**src/tpf_pkg.sv**
```systemverilog
package tpf_pkg;

  localparam int unsigned ADDR_W = 7;
  localparam int unsigned BYTE_W = 8;
  localparam int unsigned CRC_W = 16;
  localparam int unsigned NIBBLE_BITS = 4;
  localparam int unsigned SER_CNT_W = 4;

  // register offsets
  localparam logic [6:0] ADR_DATA_CTRL = 7'h30;
  localparam logic [6:0] ADR_STATUS = 7'h31;
  localparam logic [6:0] ADR_HDR_CTRL = 7'h33;
  localparam logic [6:0] ADR_PRE_LEN = 7'h34;
  localparam logic [6:0] ADR_SYNC3 = 7'h36;
  localparam logic [6:0] ADR_SYNC2 = 7'h37;
  localparam logic [6:0] ADR_SYNC1 = 7'h38;
  localparam logic [6:0] ADR_SYNC0 = 7'h39;
  localparam logic [6:0] ADR_HDR3 = 7'h3a;
  localparam logic [6:0] ADR_HDR2 = 7'h3b;
  localparam logic [6:0] ADR_HDR1 = 7'h3c;
  localparam logic [6:0] ADR_HDR0 = 7'h3d;
  localparam logic [6:0] ADR_PKLEN = 7'h3e;

  // data access control fields
  localparam int unsigned BIT_LOW_BIT_FIRST = 6;
  localparam int unsigned BIT_CRC_DATA_ONLY = 5;
  localparam int unsigned BIT_PKT_EN = 3;
  localparam int unsigned BIT_CRC_EN = 2;
  localparam int unsigned CRC_SEL_LSB = 0;
  // header control fields
  localparam int unsigned HDLEN_LSB = 4;
  localparam int unsigned BIT_FIX_LEN = 3;
  localparam int unsigned SYNCLEN_LSB = 1;
  localparam int unsigned BIT_PRE_MSB = 0;
  localparam logic [7:0] HDR_CTRL_MASK = 8'h7f;
  localparam logic [2:0] HDLEN_MAX = 3'h4;

  // reset values
  localparam logic [7:0] RST_DATA_CTRL = 8'h00;
  localparam logic [7:0] RST_HDR_CTRL = 8'h00;
  localparam logic [7:0] RST_PRE_LEN = 8'h08;
  localparam logic [7:0] RST_SYNC3 = 8'h2d;
  localparam logic [7:0] RST_SYNC2 = 8'hd4;
  localparam logic [7:0] RST_SYNC1 = 8'h00;
  localparam logic [7:0] RST_SYNC0 = 8'h00;
  localparam logic [7:0] RST_HDR = 8'h00;
  localparam logic [7:0] RST_PKLEN = 8'h00;

  // crc polynomial and seed per selector code
  localparam logic [3:0][15:0] CRC_POLY = {16'h6f63, 16'h3d65, 16'h8005, 16'h1021};
  localparam logic [3:0][15:0] CRC_SEED = {16'hffff, 16'h0000, 16'h0000, 16'hffff};

  typedef enum logic [7:0] {
    TPF_IDLE = 8'b0000_0001,
    TPF_PRE = 8'b0000_0010,
    TPF_SYNC = 8'b0000_0100,
    TPF_HDR = 8'b0000_1000,
    TPF_LEN = 8'b0001_0000,
    TPF_PAY = 8'b0010_0000,
    TPF_CRC = 8'b0100_0000,
    TPF_RAW = 8'b1000_0000
  } tpf_state_e;

  typedef struct packed {
    logic [6:0] addr;
    logic [7:0] wdata;
    logic wr;
    logic rd;
  } tpf_bus_req_s;

endpackage

```
**src/tpf_tx_framer.sv**
```systemverilog
// Functional notes
// - headers only inserted while automatic packet handling is enabled.
// - header bytes go out highest numbered first.
// - fixed-length flag set drops the length byte; clear sends it.
// - sync length code 0..3 sends sync byte 3 down to byte 3 minus the code.
// - sync bytes go out in descending order, byte 3 first.
// - preamble length is 9-bit nibble count; msb in header control bit 0.
// - preamble length zero behaves as one nibble.
// - low preamble length resets to eight nibbles.
// - sync bytes reset to 2d, d4, 00, 00.
// - four header registers map header 3..0 and reset to zero.
// - packet length register is payload size in bytes, 0 to 255.
// - packet length zero sends no payload bytes.
// - framing only with packet enable in fifo mode; packet enable clear sends raw fifo contents; outside fifo mode nothing starts.
// - crc enable appends crc; two-bit selector picks the polynomial.
// - crc data-only computes crc over payload only.
// - low-bit-first sends each byte lsb first except the crc bytes, which always go msb first; else msb first.
`timescale 1ns/1ps
module tpf_tx_framer #(
  parameter int unsigned PRE_LEN_W = 9
) (
  input wire logic mclk, // 100 MHz clock
  input wire logic rst_n, // async reset, active low
  input wire tpf_pkg::tpf_bus_req_s bus_req, // register access
  output logic [7:0] rd_data, // read data, cycle after read strobe
  input wire logic fifo_mode, // modulation source is the fifo
  input wire logic tx_start, // start one transmission, pulse
  input wire logic [7:0] fifo_data, // head of tx fifo
  input wire logic fifo_valid, // fifo not empty
  output logic fifo_pop, // fifo head taken, pulse
  input wire logic bit_req, // modulator wants next bit, pulse
  output logic tx_bit, // serial bit to modulator
  output logic tx_bit_valid, // tx_bit updated, pulse
  output logic pkt_tx, // packet being transmitted
  output logic pkt_sent // packet sent, sticky until next start
);
  import tpf_pkg::*;

  generate
    if (PRE_LEN_W != 9)
    begin : g_chk
      $error("tpf_tx_framer preamble length width must be 9");
    end
  endgenerate

  // reset release
  logic [1:0] rst_pipe;
  logic rst_s_n;
  always_ff @(posedge mclk or negedge rst_n)
  begin
    if (!rst_n)
      rst_pipe <= 2'b00;
    else
      rst_pipe <= {rst_pipe[0], 1'b1};
  end
  assign rst_s_n = rst_pipe[1];

  // register file
  logic [7:0] data_ctrl, hdr_ctrl, pre_len_lo, pklen;
  logic [3:0][7:0] sync_word, hdr_word;
  logic [7:0] next_data_ctrl, next_hdr_ctrl, next_pre_len_lo, next_pklen, next_rd_data;
  logic [3:0][7:0] next_sync_word, next_hdr_word;

  always_comb
  begin
    next_data_ctrl = data_ctrl;
    next_hdr_ctrl = hdr_ctrl;
    next_pre_len_lo = pre_len_lo;
    next_pklen = pklen;
    next_sync_word = sync_word;
    next_hdr_word = hdr_word;
    if (bus_req.wr)
    begin
      case (bus_req.addr)
        ADR_DATA_CTRL: next_data_ctrl = bus_req.wdata;
        ADR_HDR_CTRL: next_hdr_ctrl = bus_req.wdata & HDR_CTRL_MASK;
        ADR_PRE_LEN: next_pre_len_lo = bus_req.wdata;
        ADR_SYNC3: next_sync_word[3] = bus_req.wdata;
        ADR_SYNC2: next_sync_word[2] = bus_req.wdata;
        ADR_SYNC1: next_sync_word[1] = bus_req.wdata;
        ADR_SYNC0: next_sync_word[0] = bus_req.wdata;
        ADR_HDR3: next_hdr_word[3] = bus_req.wdata;
        ADR_HDR2: next_hdr_word[2] = bus_req.wdata;
        ADR_HDR1: next_hdr_word[1] = bus_req.wdata;
        ADR_HDR0: next_hdr_word[0] = bus_req.wdata;
        ADR_PKLEN: next_pklen = bus_req.wdata;
        default: next_pklen = pklen;
      endcase
    end
    next_rd_data = 8'h00;
    if (bus_req.rd)
    begin
      case (bus_req.addr)
        ADR_DATA_CTRL: next_rd_data = data_ctrl;
        ADR_STATUS: next_rd_data = {6'h00, pkt_tx, pkt_sent};
        ADR_HDR_CTRL: next_rd_data = hdr_ctrl;
        ADR_PRE_LEN: next_rd_data = pre_len_lo;
        ADR_SYNC3: next_rd_data = sync_word[3];
        ADR_SYNC2: next_rd_data = sync_word[2];
        ADR_SYNC1: next_rd_data = sync_word[1];
        ADR_SYNC0: next_rd_data = sync_word[0];
        ADR_HDR3: next_rd_data = hdr_word[3];
        ADR_HDR2: next_rd_data = hdr_word[2];
        ADR_HDR1: next_rd_data = hdr_word[1];
        ADR_HDR0: next_rd_data = hdr_word[0];
        ADR_PKLEN: next_rd_data = pklen;
        default: next_rd_data = 8'h00;
      endcase
    end
  end

  always_ff @(posedge mclk or negedge rst_s_n)
  begin
    if (!rst_s_n)
    begin
      data_ctrl <= RST_DATA_CTRL;
      hdr_ctrl <= RST_HDR_CTRL;
      pre_len_lo <= RST_PRE_LEN;
      sync_word <= {RST_SYNC3, RST_SYNC2, RST_SYNC1, RST_SYNC0};
      hdr_word <= {RST_HDR, RST_HDR, RST_HDR, RST_HDR};
      pklen <= RST_PKLEN;
      rd_data <= 8'h00;
    end
    else
    begin
      data_ctrl <= next_data_ctrl;
      hdr_ctrl <= next_hdr_ctrl;
      pre_len_lo <= next_pre_len_lo;
      sync_word <= next_sync_word;
      hdr_word <= next_hdr_word;
      pklen <= next_pklen;
      rd_data <= next_rd_data;
    end
  end

  // configuration decode
  logic low_bit_first, crc_data_only, pkt_en, crc_en, fix_len;
  logic [1:0] crc_sel, sync_len;
  logic [2:0] hdr_len;
  logic [PRE_LEN_W-1:0] pre_len;
  assign low_bit_first = data_ctrl[BIT_LOW_BIT_FIRST];
  assign crc_data_only = data_ctrl[BIT_CRC_DATA_ONLY];
  assign pkt_en = data_ctrl[BIT_PKT_EN];
  assign crc_en = data_ctrl[BIT_CRC_EN];
  assign crc_sel = data_ctrl[CRC_SEL_LSB +: 2];
  assign hdr_len = hdr_ctrl[HDLEN_LSB +: 3];
  assign fix_len = hdr_ctrl[BIT_FIX_LEN];
  assign sync_len = hdr_ctrl[SYNCLEN_LSB +: 2];
  assign pre_len = {hdr_ctrl[BIT_PRE_MSB], pre_len_lo};

  // framer state
  tpf_state_e state, next_state;
  logic [7:0] idx, next_idx, field_cnt, field_byte;
  logic [10:0] pre_cnt, next_pre_cnt;
  logic next_tx_bit, next_tx_bit_valid, next_pkt_tx, next_pkt_sent;
  logic byte_state, byte_avail, have_bit, take, ser_load, ser_bit, ser_empty;
  logic crc_clear, crc_take;
  logic [CRC_W-1:0] crc;

  always_comb
  begin
    case (state)
      TPF_SYNC: field_cnt = {6'h00, sync_len} + 8'h01;
      TPF_HDR: field_cnt = (hdr_len > HDLEN_MAX) ? 8'h04 : {5'h00, hdr_len};
      TPF_LEN: field_cnt = fix_len ? 8'h00 : 8'h01;
      TPF_PAY: field_cnt = pklen;
      TPF_CRC: field_cnt = crc_en ? 8'h02 : 8'h00;
      default: field_cnt = 8'h00;
    endcase
    case (state)
      TPF_SYNC: field_byte = sync_word[2'd3 - idx[1:0]];
      TPF_HDR: field_byte = hdr_word[2'd3 - idx[1:0]];
      TPF_LEN: field_byte = pklen;
      TPF_CRC: field_byte = (idx == 8'h00) ? crc[15:8] : crc[7:0];
      default: field_byte = fifo_data;
    endcase
  end

  assign byte_state = (state != TPF_IDLE) && (state != TPF_PRE);
  assign byte_avail = ((state == TPF_PAY) || (state == TPF_RAW)) ? fifo_valid : 1'b1;
  assign have_bit = (state == TPF_PRE) || (byte_state && !ser_empty);
  assign take = bit_req && have_bit;
  assign ser_load = byte_state && ser_empty && byte_avail
                    && ((state == TPF_RAW) || (idx < field_cnt));
  assign fifo_pop = ser_load && ((state == TPF_PAY) || (state == TPF_RAW));
  assign crc_clear = (state == TPF_IDLE);
  // crc frozen while its own bytes go out
  assign crc_take = take && ((state == TPF_PAY)
                    || (!crc_data_only && ((state == TPF_HDR) || (state == TPF_LEN))));

  always_comb
  begin
    next_state = state;
    next_idx = idx;
    next_pre_cnt = pre_cnt;
    next_tx_bit = tx_bit;
    next_tx_bit_valid = 1'b0;
    next_pkt_tx = pkt_tx;
    next_pkt_sent = pkt_sent;
    if (take)
    begin
      next_tx_bit = (state == TPF_PRE) ? ~pre_cnt[0] : ser_bit;
      next_tx_bit_valid = 1'b1;
    end
    if (ser_load)
      next_idx = idx + 8'h01;
    case (state)
      TPF_IDLE:
      begin
        next_idx = 8'h00;
        if (tx_start && fifo_mode)
        begin
          next_pkt_tx = 1'b1;
          next_pkt_sent = 1'b0;
          // zero nibbles sent as one
          next_pre_cnt = {(pre_len == '0) ? 9'h001 : pre_len, 2'b00};
          next_state = pkt_en ? TPF_PRE : TPF_RAW;
        end
      end
      TPF_PRE:
      begin
        if (take)
        begin
          next_pre_cnt = pre_cnt - 11'h001;
          if (pre_cnt == 11'h001)
            next_state = TPF_SYNC;
        end
      end
      TPF_SYNC, TPF_HDR, TPF_LEN, TPF_PAY, TPF_CRC:
      begin
        if (ser_empty && (idx == field_cnt))
        begin
          next_idx = 8'h00;
          case (state)
            TPF_SYNC: next_state = TPF_HDR;
            TPF_HDR: next_state = TPF_LEN;
            TPF_LEN: next_state = TPF_PAY;
            TPF_PAY: next_state = TPF_CRC;
            default:
            begin
              next_state = TPF_IDLE;
              next_pkt_tx = 1'b0;
              next_pkt_sent = 1'b1;
            end
          endcase
        end
      end
      TPF_RAW:
      begin
        if (ser_empty && !fifo_valid)
        begin
          next_state = TPF_IDLE;
          next_pkt_tx = 1'b0;
          next_pkt_sent = 1'b1;
        end
      end
      default: next_state = TPF_IDLE;
    endcase
  end

  always_ff @(posedge mclk or negedge rst_s_n)
  begin
    if (!rst_s_n)
    begin
      state <= TPF_IDLE;
      idx <= 8'h00;
      pre_cnt <= 11'h000;
      tx_bit <= 1'b0;
      tx_bit_valid <= 1'b0;
      pkt_tx <= 1'b0;
      pkt_sent <= 1'b0;
    end
    else
    begin
      state <= next_state;
      idx <= next_idx;
      pre_cnt <= next_pre_cnt;
      tx_bit <= next_tx_bit;
      tx_bit_valid <= next_tx_bit_valid;
      pkt_tx <= next_pkt_tx;
      pkt_sent <= next_pkt_sent;
    end
  end

  tpf_serializer #(
    .WIDTH(BYTE_W)
  ) u_ser (
    .mclk(mclk),
    .rst_s_n(rst_s_n),
    .load(ser_load),
    .word(field_byte),
    .low_first(low_bit_first && (state != TPF_CRC)),
    .shift(take && (state != TPF_PRE)),
    .bit_now(ser_bit),
    .empty(ser_empty)
  );

  tpf_crc #(
    .WIDTH(CRC_W)
  ) u_crc (
    .mclk(mclk),
    .rst_s_n(rst_s_n),
    .clear(crc_clear),
    .en(crc_take),
    .bit_in(ser_bit),
    .poly(CRC_POLY[crc_sel]),
    .seed(CRC_SEED[crc_sel]),
    .crc(crc)
  );
endmodule

```
**src/tpf_crc.sv**
```systemverilog
`timescale 1ns/1ps
module tpf_crc #(
  parameter int unsigned WIDTH = 16
) (
  input wire logic mclk, // clock
  input wire logic rst_s_n, // synchronised reset
  input wire logic clear, // load seed
  input wire logic en, // absorb one bit
  input wire logic bit_in, // serial data bit
  input wire logic [WIDTH-1:0] poly, // polynomial
  input wire logic [WIDTH-1:0] seed, // start value
  output logic [WIDTH-1:0] crc // running remainder
);
  generate
    if (WIDTH < 2)
    begin : g_chk
      $error("tpf_crc width too small");
    end
  endgenerate

  logic [WIDTH-1:0] next_crc;
  logic fb;

  always_comb
  begin
    fb = crc[WIDTH-1] ^ bit_in;
    next_crc = crc;
    if (clear)
    begin
      next_crc = seed;
    end
    else if (en)
    begin
      next_crc = {crc[WIDTH-2:0], 1'b0} ^ (fb ? poly : '0);
    end
  end

  always_ff @(posedge mclk or negedge rst_s_n)
  begin
    if (!rst_s_n)
      crc <= '0;
    else
      crc <= next_crc;
  end
endmodule

```
**src/tpf_serializer.sv**
```systemverilog
`timescale 1ns/1ps
module tpf_serializer #(
  parameter int unsigned WIDTH = 8
) (
  input wire logic mclk, // clock
  input wire logic rst_s_n, // synchronised reset
  input wire logic load, // take a new word, only while empty
  input wire logic [WIDTH-1:0] word, // word to send
  input wire logic low_first, // send bit 0 first
  input wire logic shift, // current bit consumed
  output logic bit_now, // bit on offer
  output logic empty // no bit on offer
);
  generate
    if (WIDTH < 2 || WIDTH > 15)
    begin : g_chk
      $error("tpf_serializer width out of range");
    end
  endgenerate

  logic [WIDTH-1:0] sr;
  logic [3:0] left;
  logic lsb;
  logic [WIDTH-1:0] next_sr;
  logic [3:0] next_left;
  logic next_lsb;

  assign empty = (left == 4'h0);
  assign bit_now = lsb ? sr[0] : sr[WIDTH-1];

  always_comb
  begin
    next_sr = sr;
    next_left = left;
    next_lsb = lsb;
    if (load)
    begin
      next_sr = word;
      next_left = 4'(WIDTH);
      next_lsb = low_first;
    end
    else if (shift && !empty)
    begin
      next_sr = lsb ? {1'b0, sr[WIDTH-1:1]} : {sr[WIDTH-2:0], 1'b0};
      next_left = left - 4'h1;
    end
  end

  always_ff @(posedge mclk or negedge rst_s_n)
  begin
    if (!rst_s_n)
    begin
      sr <= '0;
      left <= 4'h0;
      lsb <= 1'b0;
    end
    else
    begin
      sr <= next_sr;
      left <= next_left;
      lsb <= next_lsb;
    end
  end
endmodule

```
**config.mk**
```make
export PLATFORM = sky130hd
export DESIGN_NAME = tpf_tx_framer
export DESIGN_NICKNAME = d
export VERILOG_FILES = /design/src/tpf_pkg.sv /design/src/tpf_tx_framer.sv /design/src/tpf_crc.sv /design/src/tpf_serializer.sv
export SDC_FILE = /design/constraint.sdc
export NUM_CORES = 1
export LEC_CHECK = 0
export ABC_CLOCK_PERIOD_IN_PS = 5100
export BUFFER_PORTS_ARGS = -buffer_cell sky130_fd_sc_hd__buf_4
export CORE_AREA = 2 2 155 157
export DETAILED_ROUTE_END_ITERATION = 8
export DIE_AREA = 0 0 157 159
export SYNTH_ARGS = -nofsm -noshare
export SYNTH_HDL_FRONTEND = slang
export SYNTH_SLANG_ARGS = --single-unit
export TNS_END_PERCENT = 5
```
**constraint.sdc**
```tcl
create_clock -name mclk -period 5.1 [get_ports mclk]
set_input_delay 0 -clock mclk [delete_from_list [all_inputs] [get_ports mclk]]
set_output_delay 0 -clock mclk [all_outputs]
set_load 0.1 [all_outputs]
```
==> summary.md, run 1 <==
| Metric | Value |
|---|---|
| Post-DP HPWL | `~18 mm` |
| Crit. End Element | `output pin` |
| Synthesized area | `~9200 um^2` |
| Die ar. | `25000 um^2` |
| Sequential fraction of the synthesis area | `0.453` |
| Syn_area_per_cell | `around 11 um^2` |
| Final WS setup | `1.06 ns` |
| RSZ-0062 raised after global routing | `false` |
| Slew @ Worst Pin | `1.08 ns` |
| N_diodes | `0` |
| Rel. slew slack | `0.281` |
| Flop and latch count out of synthesis | `165` |
| Clock transition at path regs | `0.07 ns` |
| Synth Net Count | `907` |
| Pwr/cell area | `between 400 and 500 nW/um^2` |
| Fin Setup TNS | `0 ns` |
| Tot Pwr | `0.00421 W` |
| Vias per inst | `a little under 6` |
| Placed Cells | `1164` |
| WP data required | `between 5 and 6 ns` |
| GRT Total Usage | `0.213` |
| First-pass GRT wire length | `40.6 mm` |
| Crit path kind | `reg -> out` |
| H-tree lvl count | `4` |
| Switching power of the nets | `0.00144 W` |
| Post-synth EDFFs | `0` |
| Logic pwr share | `0.270` |
| GPL Wtd Cong | `0.888` |
| Class of the worst hold path | `in -> reg` |
| GR Overflow Total | `0` |
| Clock sink total | `165` |
| Top sig layer | `met4` |
| Sequential share of power | `0.416` |
| Clock latency at the later pin of the worst-skew pair | `around 0.44 ns` |
| Synth top area share | `0.424` |
| Hold slack | `0.0358 ns` |
| Synth-to-Final Area Change | `14.3%` |
| Slew Viols, Final | `0` |
| DRT Wirelength | `between 20 and 30 mm` |
| Cells after Synth | `857` |
| Wl on met1 | `12.2 mm` |
| Commonest non-fill, non-tap cell in the layout | `dfrtp_1` |
| Number of buffers created by CTS | `17` |
| Core box area | `23200 um^2` |
| Die width | `157 um` |
| Largest area contributor in the netlist | `dfrtp_1` |
| Initial antenna violation count | `0` |
| Layout net count | `roughly 930` |
| CTS Buffer Depth | `2` |
| Synth cell types | `slightly below 60` |
| Clock skew | `0.0113 ns` |
| Startpoint Class | `flip-flop` |
| Vias | `slightly above 7000` |
| Number of DRC markers in iteration 0 | `between 600 and 700` |
| Pint | `0.00277 W` |
| Yosys warnings | `0` |
| DR WL met3 | `1.71 mm` |
| CTS resizes | `0` |
| Number of I/O port buffers | `43` |
| Max-cap viol count | `0` |
| DRC violations left | `0` |
| Die H | `159 um` |
| Leakage Power | `~4.5 nW` |
| Fillers | `2170` |
| Final Setup Violations | `0` |
| CTS tree | `yes` |
| # IOs | `44` |
| Initial core utilization | `0.395` |
| Ys flop type | `dfrtp_1` |
| Min Tclk post-route | `4.04 ns` |
| Pre-CTS setup slack | `between 1 and 1.5 ns` |
| Pin count of the biggest net entering global routing | `127` |
| Outcome | `completed` |
| Vias in the first global route | `approximately 7000` |
| Final hold vios | `0` |
| Crit path max fanout | `30` |
| Non-Filler Instances | `1216` |
| Num rows | `56` |
| Period utilization | `0.792` |
| Async set or reset register ratio after synthesis | `1.00` |
| Fmax | `248 MHz` |
| WL met2 | `11.5 mm` |
| Layout cell share with drive strength beyond 1 | `0.240` |
| Share of power burned in the clock network | `0.314` |
| CTS root buffer | `clkbuf_16` |
| Crit path DAT | `4.04 ns` |
| Drt first pass iters | `6` |
| Peak supply drop | `0.184 mV` |
| Sw Ratio | `0.342` |
| Most frequent cells in the layout | `dfrtp_1, mux2_2, nand2_1, a21oi_1, nor2_1` |
| Post-route ant nets | `0` |
| Synth area leaders | `dfrtp_1, mux2_2, mux4_2` |
| Wirelength per Cell | `roughly 21 um` |
-- critical path, stage by stage (launching register included) --
cell and delay [ns]:
dfrtp_1 0.48, nor4_4 0.40, nand4b_1 0.56, o21ai_0 0.37
a221oi_1 0.10, ha_1 0.32, nor2b_1 0.14, o211ai_1 0.18
a211o_4 0.17, nand4_4 0.33, nor2_1 0.25, buf_4 0.32
-- registers in the layout, indices dropped and copies added, names as in the netlist, 11 cells and up --
name and count:
sync_word 32, pre_cnt 11, hdr_word 32, u_crc.crc 16
-- logic make-up after synthesis --
| group | synth area share |
|---|---|
| AOI/OAI and AO/OA | 0.141 |
| xor gates and xnor gates | 0.0191 |
| adders and majority gates | 0.0260 |
| buffers and inverters | 0.0364 |
| DFF | 0.453 |
| muxes | 0.193 |
| other | 0.000410 |
| and+or+nand+nor | 0.132 |
-- cell usage after synthesis (9+ instances only) --
master / n
a2bb2oi_1: 15
dfstp_2: 10
a221o_1: 9
nor2b_1: 14
ha_1: 19
and3_1: 13
clkbuf_1: 36
a22oi_1: 20
inv_1: 17
nand3_1: 41
mux2i_1: 20
buf_2: 17
dfrtp_1: 155
a21oi_1: 58
nand2_1: 69
o21ai_0: 37
nor2_1: 48
a2111oi_0: 9
xnor2_1: 17
mux4_2: 16
o22ai_1: 10
mux2_2: 105
-- stage by stage --
| stage | utilization | instance area (um^2) |
|---|---|---|
| finish | 0.451 | 10500 |
| global placement | 0.417 | 9660 |
| global route | 0.451 | 10500 |
| detailed placement | 0.417 | 9660 |
| floorplan | - | 9150 |
| CTS | 0.451 | 10500 |
-- worst paths after layout --
check | end | slack [ns] | cells after the start | startpoint
min in group asynchronous | sync_word[4]$_DFFE_PN0P_ | 0.30 | 0 | rst_pipe[1]$_DFF_PN0_
hold reg to reg | sync_word[4]$_DFFE_PN0P_ | 0.30 | 0 | rst_pipe[1]$_DFF_PN0_
max in group asynchronous | data_ctrl[6]$_DFFE_PN0P_ | 3.69 | 1 | rst_pipe[1]$_DFF_PN0_
setup / recovery | fifo_pop | 1.06 | 11 | state[4]$_DFFE_PN0P_
hold / removal | state[0]$_DFFE_PN1P_ | 0.04 | 3 | fifo_mode
setup reg to reg | u_ser.sr[2]$_DFFE_PN0P_ | 1.33 | 11 | state[4]$_DFFE_PN0P_
-- metal layers --
metal | up-vias | GRT usage
met2 | 289 | 0.316
li1 | 3231 | -
met3 | 41 | 0.0484
met1 | 3536 | 0.308
met4 | 0 | 0.0730
met5 | - | 0
-- final cells by class --
class	instances	area (um^2)	share of cell area
Clock buffer	23	478	0.0457
Inverter	17	63.8	0.00610
Timing Repair Buffer	68	573	0.0548
Tap cell	319	399	0.0382
Multi-Input combinational cell	615	4680	0.448
Sequential cell	165	4150	0.396
Clock inverter	9	120	0.0115
-- what timing repair did --
item / CTS / global route
hold buffers: 20 / 0
setup buffers: 0 / 0
endpoints found under the hold margin: 108 / 0
-- power groups by stage --
stage | combinational (W) | sequential, W | clock [W]
finish | 0.00114 | 0.00175 | 0.00132
global route | 0.00125 | 0.00179 | 0.00141
CTS | 0.00114 | 0.00175 | 0.00135
detailed placement | 0.00112 | 0.00177 | 0
global placement | 0.00111 | 0.00177 | 0
floorplan | 0.000809 | 0.00178 | 0
Note: power is estimated with default switching activity, not from simulation.
==> inputs of run 2 (changes only) <==
--- a/config.mk
+++ b/config.mk
@@ -5,7 +5,7 @@
 export SDC_FILE = /design/constraint.sdc
 export NUM_CORES = 1
 export LEC_CHECK = 0
-export ABC_CLOCK_PERIOD_IN_PS = 5100
+export ABC_CLOCK_PERIOD_IN_PS = 3600
 export BUFFER_PORTS_ARGS = -buffer_cell sky130_fd_sc_hd__buf_4
 export CORE_AREA = 2 2 155 157
 export DETAILED_ROUTE_END_ITERATION = 8
==> constraint.sdc (replaced) <==
create_clock -name mclk -period 3.6 [get_ports mclk]
set_input_delay 0 -clock mclk [delete_from_list [all_inputs] [get_ports mclk]]
set_output_delay 0 -clock mclk [all_outputs]
set_load 0.1 [all_outputs]
==> run 2 against run 1 <==
Net effect:
- register-to-register slack got worse by 0.94 ns
- clock skew barely moved
- cell area rose by 1.4%
- combinational power rose by 42%
- die area did not move
- routed wire length rose by 2.2%
- worst setup slack got worse by 0.82 ns
- critical path depth rose by 1
- flip-flop and latch count did not move
- non-clock buffer count rose by 13
- global-route usage rose by 0.36 points
- total power rose by 44%
- highest routed layer unchanged
==> summary.md, run 2 (synthesis results as in run 1) <==
| Metric | Value |
|---|---|
| Worst path cell trace | `nor2_1 > and4b_2 > nand2_1 > o21ai_0 > a221oi_1 > ha_1 > nor2b_1 > o211ai_1 > a211o_4 > nand4_4 > nor2_1 > buf_6` |
| Crit path kind | `reg -> out` |
| Pint | `slightly below 0.004 W` |
| # IOs | `44` |
| Largest regs | `hdr_word: 32 flops, sync_word: 32 flops, u_crc.crc: 16 flops` |
| Startpoint Class | `flip-flop` |
| Initial core utilization | `0.395` |
| Outcome | `completed` |
| Rel. slew slack | `0.340` |
| Clock latency at the later pin of the worst-skew pair | `0.44 ns` |
| Drt first pass iters | `5` |
| Die H | `159 um` |
| Synth-to-Final Area Change | `15.9%` |
| CTS tree | `yes` |
| Hold slack | `0.0234 ns` |
| Commonest non-fill, non-tap cell in the layout | `dfrtp_1` |
| Vias | `between 7000 and 8000` |
| N_diodes | `0` |
| RSZ-0062 raised after global routing | `false` |
| DRC violations left | `0` |
| Worst path max stage delay | `0.60 ns` |
| GR Overflow Total | `0` |
| Leakage Power | `4.55 nW` |
| GRT Total Usage | `0.217` |
| Fin Setup TNS | `0 ns` |
| Sequential share of power | `0.411` |
| Share of power burned in the clock network | `0.321` |
| Die width | `157 um` |
| WP data required | `~3.6 ns` |
| CTS Buffer Depth | `2` |
| DRT Wirelength | `26.5 mm` |
| Fmax | `298 MHz` |
| Max-cap viol count | `0` |
| Period utilization | `0.933` |
| Clock transition at path regs | `0.07 ns` |
| Core box area | `23200 um^2` |
| Vias in the first global route | `7154` |
| Die ar. | `roughly 25000 um^2` |
| Worst path slowest cell | `dfstp_2` |
| Post-DP HPWL | `roughly 18 mm` |
| Number of buffers created by CTS | `17` |
| Num rows | `56` |
| Layout cell share with drive strength beyond 1 | `0.256` |
| Sw Ratio | `0.350` |
| Clock sink total | `165` |
| CTS root buffer | `clkbuf_16` |
| Class of the worst hold path | `in -> reg` |
| Pwr/cell area | `570 nW/um^2` |
| Switching power of the nets | `0.00212 W` |
| Post-route ant nets | `0` |
| Logic pwr share | `0.268` |
| Vias per inst | `5.90` |
| Tot Pwr | `0.00605 W` |
| Most frequent cells in the layout | `dfrtp_1, mux2_2, nand2_1, buf_4, a21oi_1` |
| Most frequent CP cell | `nor2_1` |
| Wirelength per Cell | `between 20 and 25 um` |
| Crit path DAT | `3.36 ns` |
| Initial antenna violation count | `0` |
| First-pass GRT wire length | `41.8 mm` |
| Layout net count | `948` |
| Crit path max fanout | `15` |
| Number of DRC markers in iteration 0 | `just over 700` |
| Crit. End Element | `output pin` |
| Clock skew | `~0.011 ns` |
| Peak supply drop | `0.331 mV` |
| Pin count of the biggest net entering global routing | `94` |
| Number of I/O port buffers | `43` |
| Final Setup Violations | `0` |
| GPL Wtd Cong | `0.864` |
| Min Tclk post-route | `approximately 3.4 ns` |
| H-tree lvl count | `4` |
| Final hold vios | `0` |
| Slew @ Worst Pin | `0.991 ns` |
| Slew Viols, Final | `0` |
-- run 2: power groups by stage --
stage | logic (W) | clock network (W) | registers (W)
after floorplan | 0.00115 | 0 | 0.00253
after global placement | 0.00157 | 0 | 0.00250
after detailed placement | 0.00159 | 0 | 0.00251
after CTS | 0.00163 | 0.00198 | 0.00248
after global routing | 0.00179 | 0.00205 | 0.00252
final | 0.00162 | 0.00194 | 0.00248
-- run 2: routing by layer --
layer	global-route usage	vias to the layer above	wire (um)
li1	-	3274	-
met1	0.314	3652	12300
met2	0.333	277	12200
met3	0.0397	48	1470
met4	0.0621	0	520
met5	0	-	0
-- run 2: cell type report --
cell class / count / area (um^2)
Timing Repair Buffer: 81 / 674
Fill cell: 2213 / 12600
Tap cell: 319 / 399
Clock inverter: 14 / 186
Inverter: 17 / 63.8
Sequential cell: 165 / 4150
Clock buffer: 18 / 439
Multi-Input combinational cell: 616 / 4700
-- run 2: final timing paths --
check                      slack (ns)                   end  cells after the start             startpoint
setup / recovery                 0.24              fifo_pop                     12   state[0]$_DFFE_PN1P_
hold / removal                   0.02  state[0]$_DFFE_PN1P_                      3              fifo_mode
setup reg to reg                 0.39  state[2]$_DFFE_PN0P_                     10   state[0]$_DFFE_PN1P_
hold reg to reg                  0.29  rd_data[2]$_DFF_PN0_                      0  rst_pipe[1]$_DFF_PN0_
max in group asynchronous        2.41  state[0]$_DFFE_PN1P_                      1  rst_pipe[1]$_DFF_PN0_
min in group asynchronous        0.29  rd_data[2]$_DFF_PN0_                      0  rst_pipe[1]$_DFF_PN0_
-- run 2: through the flow --
stage | cell area [um^2] | util | setup slack [ns] | std cells
6_report | 10600 | 0.457 | 0.241 | 1230
5_1_grt | 10600 | 0.457 | 0.0164 | 1230
4_1_cts | 10600 | 0.457 | 0.112 | 1229
3_5_place_dp | 9750 | 0.421 | 0.280 | 1176
3_3_place_gp | 9750 | 0.421 | 0.392 | 1176
2_1_floorplan | 9150 | - | -0.414 | 857
-- run 2: critical path, delay by kind of cell, from the launching register on --
kind	cells	cell delay, ns
flip-flops	1	0.60
AO/OA/AOI/OAI	4	0.71
buffers and inverters	1	0.25
AND/OR/NAND/NOR	6	1.07
adder cells (fa/ha/maj)	1	0.30
-- run 2: repair_timing --
action	in CTS	in global routing
setup buffers	0	1
resized for setup	0	2
hold buffers	20	0
setup endpoints to repair	1	1
gates cloned	1	0
pin swaps	0	1
endpoints found under the hold margin	108	0
